**config.mk**
```make
export PLATFORM = sky130hd
export DESIGN_NAME = sas_top
export DESIGN_NICKNAME = d
export VERILOG_FILES = /design/src/rtl/sas_pkg.sv /design/src/rtl/sas_top.sv /design/src/rtl/sas_sync3.sv /design/src/rtl/sas_sar.sv
export VERILOG_INCLUDE_DIRS = /design/src /design/src/rtl
export SDC_FILE = /design/constraint.sdc
export NUM_CORES = 1
export LEC_CHECK = 0
export ABC_AREA = 1
export BUFFER_PORTS_ARGS = -buffer_cell sky130_fd_sc_hd__buf_2
export CORE_MARGIN = 2
export CORE_UTILIZATION = 56
export CTS_CLUSTER_SIZE = 14
export DETAILED_ROUTE_END_ITERATION = 16
export GPL_TIMING_DRIVEN = 0
export PLACE_DENSITY = 0.86
export SLEW_MARGIN = 20
export SYNTH_ARGS = -nofsm -noshare
export SYNTH_HDL_FRONTEND = slang
export SYNTH_SLANG_ARGS = --single-unit
```
**constraint.sdc**
```tcl
create_clock -name pclk -period 3.1 [get_ports pclk]
set_input_delay 0.62 -clock pclk [delete_from_list [all_inputs] [get_ports pclk]]
set_output_delay 0.62 -clock pclk [all_outputs]
set_load 0.02 [all_outputs]
```
**src/rtl/sas_consts.svh**
```systemverilog
`ifndef SAS_CONSTS_SVH
`define SAS_CONSTS_SVH
// Register indices; byte address is four times the index
`define SAS_IDX_TEST 20'hf0013
`define SAS_IDX_CHAN 20'hfff31
`define SAS_IDX_MODE0 20'hfff30
`define SAS_IDX_RES 20'hfff1e
`define SAS_IDX_RESH 20'hfff1f
`define SAS_AW 22
// Reset values
`define SAS_CHAN_RST 4'h0
`define SAS_TEST_RST 1'b0
`define SAS_RES_RST 10'h000
// Field positions and codes
`define SAS_RUN_BIT 7
`define SAS_EN_BIT 0
`define SAS_DIS_BIT 1
`define SAS_CODE_REF 4'hd
`define SAS_CODE_MAX 4'ha
`define SAS_NBITS 10
`define SAS_MSB_TRIAL 10'h200
// Timing
`define SAS_CLK_NS 40
`define SAS_SAMPLE_NS 360
`define SAS_STEP_NS 240
`define SAS_SAMPLE_CYC ((`SAS_SAMPLE_NS + `SAS_CLK_NS - 1) / `SAS_CLK_NS)
`define SAS_STEP_CYC ((`SAS_STEP_NS + `SAS_CLK_NS - 1) / `SAS_CLK_NS)
`endif

```
**src/rtl/sas_pkg.sv**
```systemverilog
package sas_pkg;
   typedef enum logic [1:0] {SAS_IDLE, SAS_SAMPLE, SAS_TRIAL} sas_state_e;
   typedef struct packed
   {
      logic [3:0] ch_code;
      logic ref_sel;
      logic ch_valid;
      logic discharge;
      logic hold;
      logic [9:0] tap;
   } sas_analog_s;
endpackage

```
**src/rtl/sas_top.sv**
```systemverilog
// Contract
// - Codes 0 to 10 route analog inputs 0 to 10; others prohibited
// - Code 1101 selects the internal reference as conversion target
// - Discharge bit 1 converts ground; 0 converts the coded target
// - Reset clears channel select and test select
// - Conversion samples first, then holds until conversion ends
// - After hold, bit 9 is set and tap goes to half supply
// - Comparator high keeps tested bit, low clears it
// - Next lower bit set tentatively; tap follows decided bits
// - Input at or above tap keeps trial bit, below clears it
// - Trials run down to bit 0, ten comparisons per conversion
// - Last comparison copies result and raises done interrupt together
// - Run bit self-clears on completion; block returns to standby
// - Each write of one to the run bit with the converter enabled starts one conversion; here enable must be set before and in that same write
// - Reset clears result word and high byte view
// - Result word holds the ten-bit code times 64
// - Result word low six bits zero; high byte shows bits 9 to 2
// - Clearing run bit mid conversion abandons it to standby
// - Run set while converter disabled is ignored
// - Mode write colliding with result store wins: no store, no irq
//
// Chosen here: the APB interface to the registers.
`timescale 1ns/1ps
`include "sas_consts.svh"
module sas_top
   import sas_pkg::*;
#(
   parameter int SAMPLE_CYC = `SAS_SAMPLE_CYC,
   parameter int STEP_CYC = `SAS_STEP_CYC
)
(
   input wire logic pclk,
   input wire logic presetn,
   input wire logic psel,
   input wire logic penable,
   input wire logic pwrite,
   input wire logic [`SAS_AW-1:0] paddr,
   input wire logic [31:0] pwdata,
   input wire logic [3:0] pstrb,
   output logic [31:0] prdata,
   output logic pready,
   output logic pslverr,
   input wire logic cmp_above,
   output sas_analog_s analog,
   output logic conv_done_irq,
   output logic conversion_run_bit
);
   ////////////////////////////////////////////////////////////////////////
   logic [3:0] chan_q;
   logic dis_q;
   logic en_q;
   logic [9:0] res_q;
   sas_state_e st_q;
   logic [7:0] cnt_q;
   logic [3:0] idx_q;
   logic cmp_s;
   logic [9:0] sar_q;
   logic [9:0] sar_d;
   logic [19:0] widx;
   logic setup;
   logic access;
   logic hit_test;
   logic hit_chan;
   logic hit_mode;
   logic hit_res;
   logic hit_resh;
   logic wr_ok;
   logic wr_mode;
   logic start;
   logic samp_end;
   logic step_end;
   logic decide;
   logic finish;

   assign widx = paddr[`SAS_AW-1:2];
   assign setup = psel & ~penable;
   assign access = psel & penable & pready;
   assign hit_test = (widx == `SAS_IDX_TEST);
   assign hit_chan = (widx == `SAS_IDX_CHAN);
   assign hit_mode = (widx == `SAS_IDX_MODE0);
   assign hit_res = (widx == `SAS_IDX_RES);
   assign hit_resh = (widx == `SAS_IDX_RESH);
   assign wr_ok = access & pwrite & pstrb[0];
   assign wr_mode = wr_ok & hit_mode;
   // A start needs the converter already enabled and kept enabled
   assign start = wr_mode & pwdata[`SAS_RUN_BIT] & pwdata[`SAS_EN_BIT]
                  & en_q;
   assign samp_end = (st_q == SAS_SAMPLE) && (cnt_q == 8'(SAMPLE_CYC - 1));
   assign step_end = (st_q == SAS_TRIAL) && (cnt_q == 8'(STEP_CYC - 1));
   assign decide = step_end & ~wr_mode;
   assign finish = step_end && (idx_q == 4'h0);

   ////////////////////////////////////////////////////////////////////////
   // APB slave with no wait state; read data is registered in the setup cycle
   always_ff @(posedge pclk or negedge presetn)
   begin
      if (!presetn)
      begin
         pready <= 1'b0;
         pslverr <= 1'b0;
         prdata <= 32'h0000_0000;
      end
      else
      begin
         pready <= setup;
         pslverr <= setup & ~(hit_test | hit_chan | hit_mode | hit_res
                              | hit_resh);
         prdata <= 32'h0000_0000;
         if (setup && !pwrite)
         begin
            if (hit_test)
               prdata <= {30'h0, dis_q, 1'b0};
            else if (hit_chan)
               prdata <= {28'h0, chan_q};
            else if (hit_mode)
               prdata <= {24'h0, conversion_run_bit, 6'h00, en_q};
            else if (hit_res)
               prdata <= {16'h0, res_q, 6'h00};
            else if (hit_resh)
               prdata <= {24'h0, res_q[9:2]};
         end
      end
   end

   ////////////////////////////////////////////////////////////////////////
   // Configuration; reserved bits are not stored and read as zero
   always_ff @(posedge pclk or negedge presetn)
   begin
      if (!presetn)
      begin
         chan_q <= `SAS_CHAN_RST;
         dis_q <= `SAS_TEST_RST;
      end
      else
      begin
         if (wr_ok && hit_chan)
            chan_q <= pwdata[3:0];
         if (wr_ok && hit_test)
            dis_q <= pwdata[`SAS_DIS_BIT];
      end
   end

   always_ff @(posedge pclk or negedge presetn)
   begin
      if (!presetn)
      begin
         en_q <= 1'b0;
         conversion_run_bit <= 1'b0;
      end
      else if (wr_mode)
      begin
         en_q <= pwdata[`SAS_EN_BIT];
         conversion_run_bit <= start;
      end
      else if (finish)
         conversion_run_bit <= 1'b0;
   end

   ////////////////////////////////////////////////////////////////////////
   // Sequencer; a mode write always restarts or aborts the conversion
   always_ff @(posedge pclk or negedge presetn)
   begin
      if (!presetn)
      begin
         st_q <= SAS_IDLE;
         cnt_q <= 8'h00;
         idx_q <= 4'h0;
      end
      else if (wr_mode)
      begin
         st_q <= start ? SAS_SAMPLE : SAS_IDLE;
         cnt_q <= 8'h00;
      end
      else
      begin
         case (st_q)
            SAS_IDLE:
            begin
               cnt_q <= 8'h00;
            end
            SAS_SAMPLE:
            begin
               cnt_q <= cnt_q + 8'h01;
               if (samp_end)
               begin
                  st_q <= SAS_TRIAL;
                  cnt_q <= 8'h00;
                  idx_q <= 4'(`SAS_NBITS - 1);
               end
            end
            SAS_TRIAL:
            begin
               cnt_q <= cnt_q + 8'h01;
               if (step_end)
               begin
                  cnt_q <= 8'h00;
                  if (idx_q == 4'h0)
                     st_q <= SAS_IDLE;
                  else
                     idx_q <= idx_q - 4'h1;
               end
            end
            default:
            begin
               st_q <= SAS_IDLE;
            end
         endcase
      end
   end

   sas_sync3 u_cmp_sync
   (
      .clk(pclk),
      .rst_n(presetn),
      .d(cmp_above),
      .q(cmp_s)
   );

   sas_sar #(.N(`SAS_NBITS)) u_sar
   (
      .clk(pclk),
      .rst_n(presetn),
      .load(samp_end & ~wr_mode),
      .decide(decide),
      .idx(idx_q),
      .cmp(cmp_s),
      .sar_q(sar_q),
      .sar_d(sar_d)
   );

   ////////////////////////////////////////////////////////////////////////
   // Result and done pulse; a colliding mode write suppresses both
   always_ff @(posedge pclk or negedge presetn)
   begin
      if (!presetn)
      begin
         res_q <= `SAS_RES_RST;
         conv_done_irq <= 1'b0;
      end
      else
      begin
         conv_done_irq <= finish & ~wr_mode;
         if (finish && !wr_mode)
            res_q <= sar_d;
      end
   end

   // Analog side; tap lags the trial value by one cycle, covered by step
   always_ff @(posedge pclk or negedge presetn)
   begin
      if (!presetn)
         analog <= '0;
      else
      begin
         analog.ch_code <= chan_q;
         analog.ref_sel <= (chan_q == `SAS_CODE_REF);
         analog.ch_valid <= (chan_q <= `SAS_CODE_MAX)
                            || (chan_q == `SAS_CODE_REF);
         analog.discharge <= dis_q;
         analog.hold <= (st_q == SAS_TRIAL);
         analog.tap <= sar_q;
      end
   end

   ////////////////////////////////////////////////////////////////////////
   logic [3:0] ndec_q;
   always_ff @(posedge pclk or negedge presetn)
   begin
      if (!presetn)
         ndec_q <= 4'h0;
      else if (samp_end)
         ndec_q <= 4'h0;
      else if (decide)
         ndec_q <= ndec_q + 4'h1;
   end
endmodule

```
**src/rtl/sas_sync3.sv**
```systemverilog
`timescale 1ns/1ps
module sas_sync3
(
   input wire logic clk,
   input wire logic rst_n,
   input wire logic d,
   output logic q
);
   logic s1_q;
   logic s2_q;
   logic s3_q;

   // Change is taken only once the last two stages agree
   always_ff @(posedge clk or negedge rst_n)
   begin
      if (!rst_n)
      begin
         s1_q <= 1'b0;
         s2_q <= 1'b0;
         s3_q <= 1'b0;
         q <= 1'b0;
      end
      else
      begin
         s1_q <= d;
         s2_q <= s1_q;
         s3_q <= s2_q;
         if (s2_q == s3_q)
            q <= s3_q;
      end
   end
endmodule

```
**src/rtl/sas_sar.sv**
```systemverilog
`timescale 1ns/1ps
module sas_sar #(parameter int N = 10)
(
   input wire logic clk,
   input wire logic rst_n,
   input wire logic load,
   input wire logic decide,
   input wire logic [3:0] idx,
   input wire logic cmp,
   output logic [N-1:0] sar_q,
   output logic [N-1:0] sar_d
);
   genvar i;
   generate
      for (i = 0; i < N; i++)
      begin : g_bit
         always_comb
         begin
            sar_d[i] = sar_q[i];
            if (load)
               sar_d[i] = (i == N - 1);
            else if (decide && idx == 4'(i))
               sar_d[i] = cmp;
            else if (decide && idx == 4'(i + 1))
               sar_d[i] = 1'b1;
         end
      end
   endgenerate

   always_ff @(posedge clk or negedge rst_n)
   begin
      if (!rst_n)
         sar_q <= '0;
      else
         sar_q <= sar_d;
   end
endmodule

```
==> results.txt <==
Setup violations remaining at the end of the flow were counted as 0. The leakage power total is 2.43 nW. The peak supply drop is 0.195 mV. After synthesis, the cell types taking the most area are sky130_fd_sc_hd__dfrtp_1, sky130_fd_sc_hd__nand2_1, sky130_fd_sc_hd__inv_1. The total clock buffers created by CTS is 9. During placement, the flow inserted port buffers numbering 69. The share of post-route cells with drive strength above 1 came out at 0.256. The placer congestion estimate is 0.896.

The total inserted antenna cells is 0. The chip width is 88.4 um. In this run the post-CTS setup repair buffer count came out at 0. The number of buffer and inverter instances along the worst setup path came out at 3. The clock arrives with 8.93 ps of skew. The fraction of the cycle the final worst path needs is 0.611. Sorting the synthesized cells by how often they occur yields sky130_fd_sc_hd__dfrtp_1, sky130_fd_sc_hd__nand2_1, sky130_fd_sc_hd__inv_1.

The run finished with clean final reports. The transition time at the pin with the least slew margin came out at ~850 ps. The area of the core came out at 6830 um^2. Once detail routing completed, the nets flagged for antenna violations numbered 0. The area of the mapped netlist is 3990 um^2. After clock tree synthesis, the clock-pin slew on the worst setup and hold paths is 80 ps. The worst register-to-register path ends at res_q[2]. The via count of the first global-routing pass was 3150. The proportion of synthesized flip-flops having asynchronous set or reset came out at 1.00. The final hold violation count came to 0. The critical path in this run is classified as register to register. Entering global routing, the biggest net connects 45 pins. The internal portion of total power is 1.51 mW. The maximum buffer depth of the clock tree is 2. TritonCTS built the clock tree. The final global-route overflow total came out at 0. During I/O placement, the number of pins put on the boundary was approximately 120.

STA classifies the critical path endpoint as a register. In this run the critical register-to-register path is launched from st_q[0]. The number of warning messages in the yosys log is 0. The final layout contains 617 nets. The minimum setup slack in the final design came out at 1210 ps. The initial antenna violation count is 0. The worst hold path belongs to the class input port to async pin. Of the total power, the clock network draws 0.387. The count of unresolved DRC violations after routing came out at 0. The pre-CTS worst setup slack is just under 1000 ps.

The number of inserted filler cells in the final layout is 546. The area overhead of the layout relative to synthesis came out at 18.6%. Leaving out filler cells and counting taps, the final layout contains 643. The area of the die is 7820 um^2.

Across all hold checks on the routed design, the worst slack comes to 233 ps. The global-route wire length before repair came out at 13.6 mm. The biggest area consumer among synthesized cells is sky130_fd_sc_hd__dfrtp_1. The count of standard-cell rows is 30.

The latest clock arrival within the worst-skew pair is 350 ps. After detailed placement, the design holds a cell count of 627. The cell with the biggest individual delay on the critical path is sky130_fd_sc_hd__dfrtp_1.

The maximum frequency from static timing analysis is about 530 MHz. The minimum clock period came out at 1890 ps. The count of final max-slew check failures came out at 0. The total routed wirelength came out at 8.14 mm. The post-cts repair resize count is 0. Dividing total power by cell area gives a power density of 423 nW/um^2. The share of total power in sequential cells came out at 0.547. Detailed placement ended at an HPWL of 6.23 mm. The worst slew slack as a fraction of its limit is 0.429. The register-to-register path setup slack came out at 1210 ps.

The highest cell delay on the worst timing path is 420 ps. In the global route stage, overall resource usage came out at 0.224. Walking the worst path, the cells encountered are inv_1, ha_1, inv_1, nor3_4, buf_4, nand3_1, nand3_1, nand4_1, nand2_1.

The count of vias placed by the detailed router is 3340. The detailed router's first-iteration violation count came out at between 150 and 200. Setup repair after global routing left no endpoint under its margin.

Of the total power, the share spent switching nets is 0.245. The ratio of routed vias to standard cells came out at between 5 and 6. In this run, post-CTS hold repair placed 0 buffers. Counting flops with a built-in enable in the synthesized netlist gives 0. The highest net fanout along the worst path is 10. The routed length per instance came out at 12.7 um.

The number of max-cap violations came out at 0. The chip height came out at 88.4 um. The count of TritonRoute iterations in the first routing pass is 5. At the worst endpoint, the arrival time is 2190 ps.

The power after layout came out at roughly 2 mW. The share of total power dissipated in combinational logic is 0.066. The count of mapped cells out of synthesis is 446. The unique cell type count in the Yosys netlist is 37. The worst setup path is launched from a register. The initial standard-cell utilization of the core came out at 0.584. For this design, the sink count on the clock tree is 82. The critical path required time came out at 3390 ps. In the synthesized netlist the dominant register cell turns out to be sky130_fd_sc_hd__dfrtp_1. The area fraction of the dominant cell type after synthesis came out at 0.514.

The sequential share of the synthesized area is 0.514. Synthesis inferred 82 register bits. The number of cells on the worst reg-to-reg path is 9. The synthesized area per cell is 8.95 um^2. The root buffer cell chosen for the clock tree is sky130_fd_sc_hd__clkbuf_8. The power dissipated by switching net loads came out at 490 uW. The setup TNS after final layout came out at 0 ps. In this design, the largest share of critical-path delay is due to simple AND/OR/NAND/NOR gates. The H-tree level count is 3.
[layout make-up]
class	count	area (um^2)	share of cell area
Tap cell	96	120	0.0254
Sequential cell	82	2050	0.434
Inverter	63	238	0.0502
Multi-Input combinational cell	295	1600	0.338
Clock inverter	7	75.1	0.0159
Buffer	21	159	0.0336
Clock buffer	9	124	0.0262
Timing Repair Buffer	70	368	0.0777
[layout by cell type, fill, tap and decap left out, types with 11 or more instances in the layout]
cell,instances
sky130_fd_sc_hd__nand4_1,21
sky130_fd_sc_hd__inv_1,57
sky130_fd_sc_hd__conb_1,16
sky130_fd_sc_hd__nand2_1,82
sky130_fd_sc_hd__buf_4,20
sky130_fd_sc_hd__dfrtp_1,82
sky130_fd_sc_hd__nor2_1,47
sky130_fd_sc_hd__nand3_1,40
sky130_fd_sc_hd__buf_2,69
sky130_fd_sc_hd__ha_1,11
[per-stage QoR]
step                area (um^2)   util
finish                     4730  0.693
global route               4730  0.693
CTS                        4730  0.693
detailed placement         4530  0.664
global placement           4510  0.660
floorplan                  4050      -
[cell families (layout without fill, tap and decap cells)]
family / count (synthesis) / count (layout) / share of synthesized area
buffers and inverters: 84 / 170 / 0.0994
adder cells (fa/ha/maj): 12 / 12 / 0.0370
other: 1 / 16 / 0.000940
XOR/XNOR: 7 / 7 / 0.0154
AO/OA/AOI/OAI: 32 / 32 / 0.0461
flip-flops: 82 / 82 / 0.514
AND/OR/NAND/NOR: 228 / 228 / 0.287
[registers in the layout, indices dropped and copies added, names as in the netlist]
name and flops:
u_cmp_sync.s1_q 1, u_cmp_sync.q 1, u_sar.sar_q 10, dis_q 1
cnt_q 8, pslverr 1, u_cmp_sync.s2_q 1, en_q 1
conv_done_irq 1, chan_q 4, prdata 16, idx_q 4
pready 1, analog 18, res_q 10, st_q 2
conversion_run_bit 1, u_cmp_sync.s3_q 1
[how the worst max path moves through the flow]
stage | start | end | slack (ps) | cells after the start
3_3_place_gp | presetn | u_cmp_sync.s1_q | 920 | 1
5_1_grt | st_q[0] | u_sar.sar_q[0] | 1000 | 9
6_report | st_q[0] | res_q[2] | 1210 | 9
3_5_place_dp | paddr[7] | u_sar.sar_q[7] | 980 | 9
4_1_cts | st_q[0] | u_sar.sar_q[0] | 1190 | 9
2_1_floorplan | penable | u_sar.sar_q[0] | 1420 | 7
[metal layers]
layer / part of all wire / GRT usage / up-vias
met2: 0.49 / 0.379 / 104
met1: 0.43 / 0.275 / 1600
met3: 0.044 / 0.0392 / 26
met5: 0 / 0 / -
li1: - / - / 1610
met4: 0.033 / 0.116 / 0
[power by group through the flow]
stage	sequential (mW)	combinational, mW	clock [mW]
floorplan	1.12	0.0654	0
global placement	1.12	0.125	0
detailed placement	1.12	0.132	0
CTS	1.09	0.133	0.785
global route	1.10	0.147	0.824
finish	1.09	0.132	0.775
Note: power is estimated with default switching activity, not from simulation.
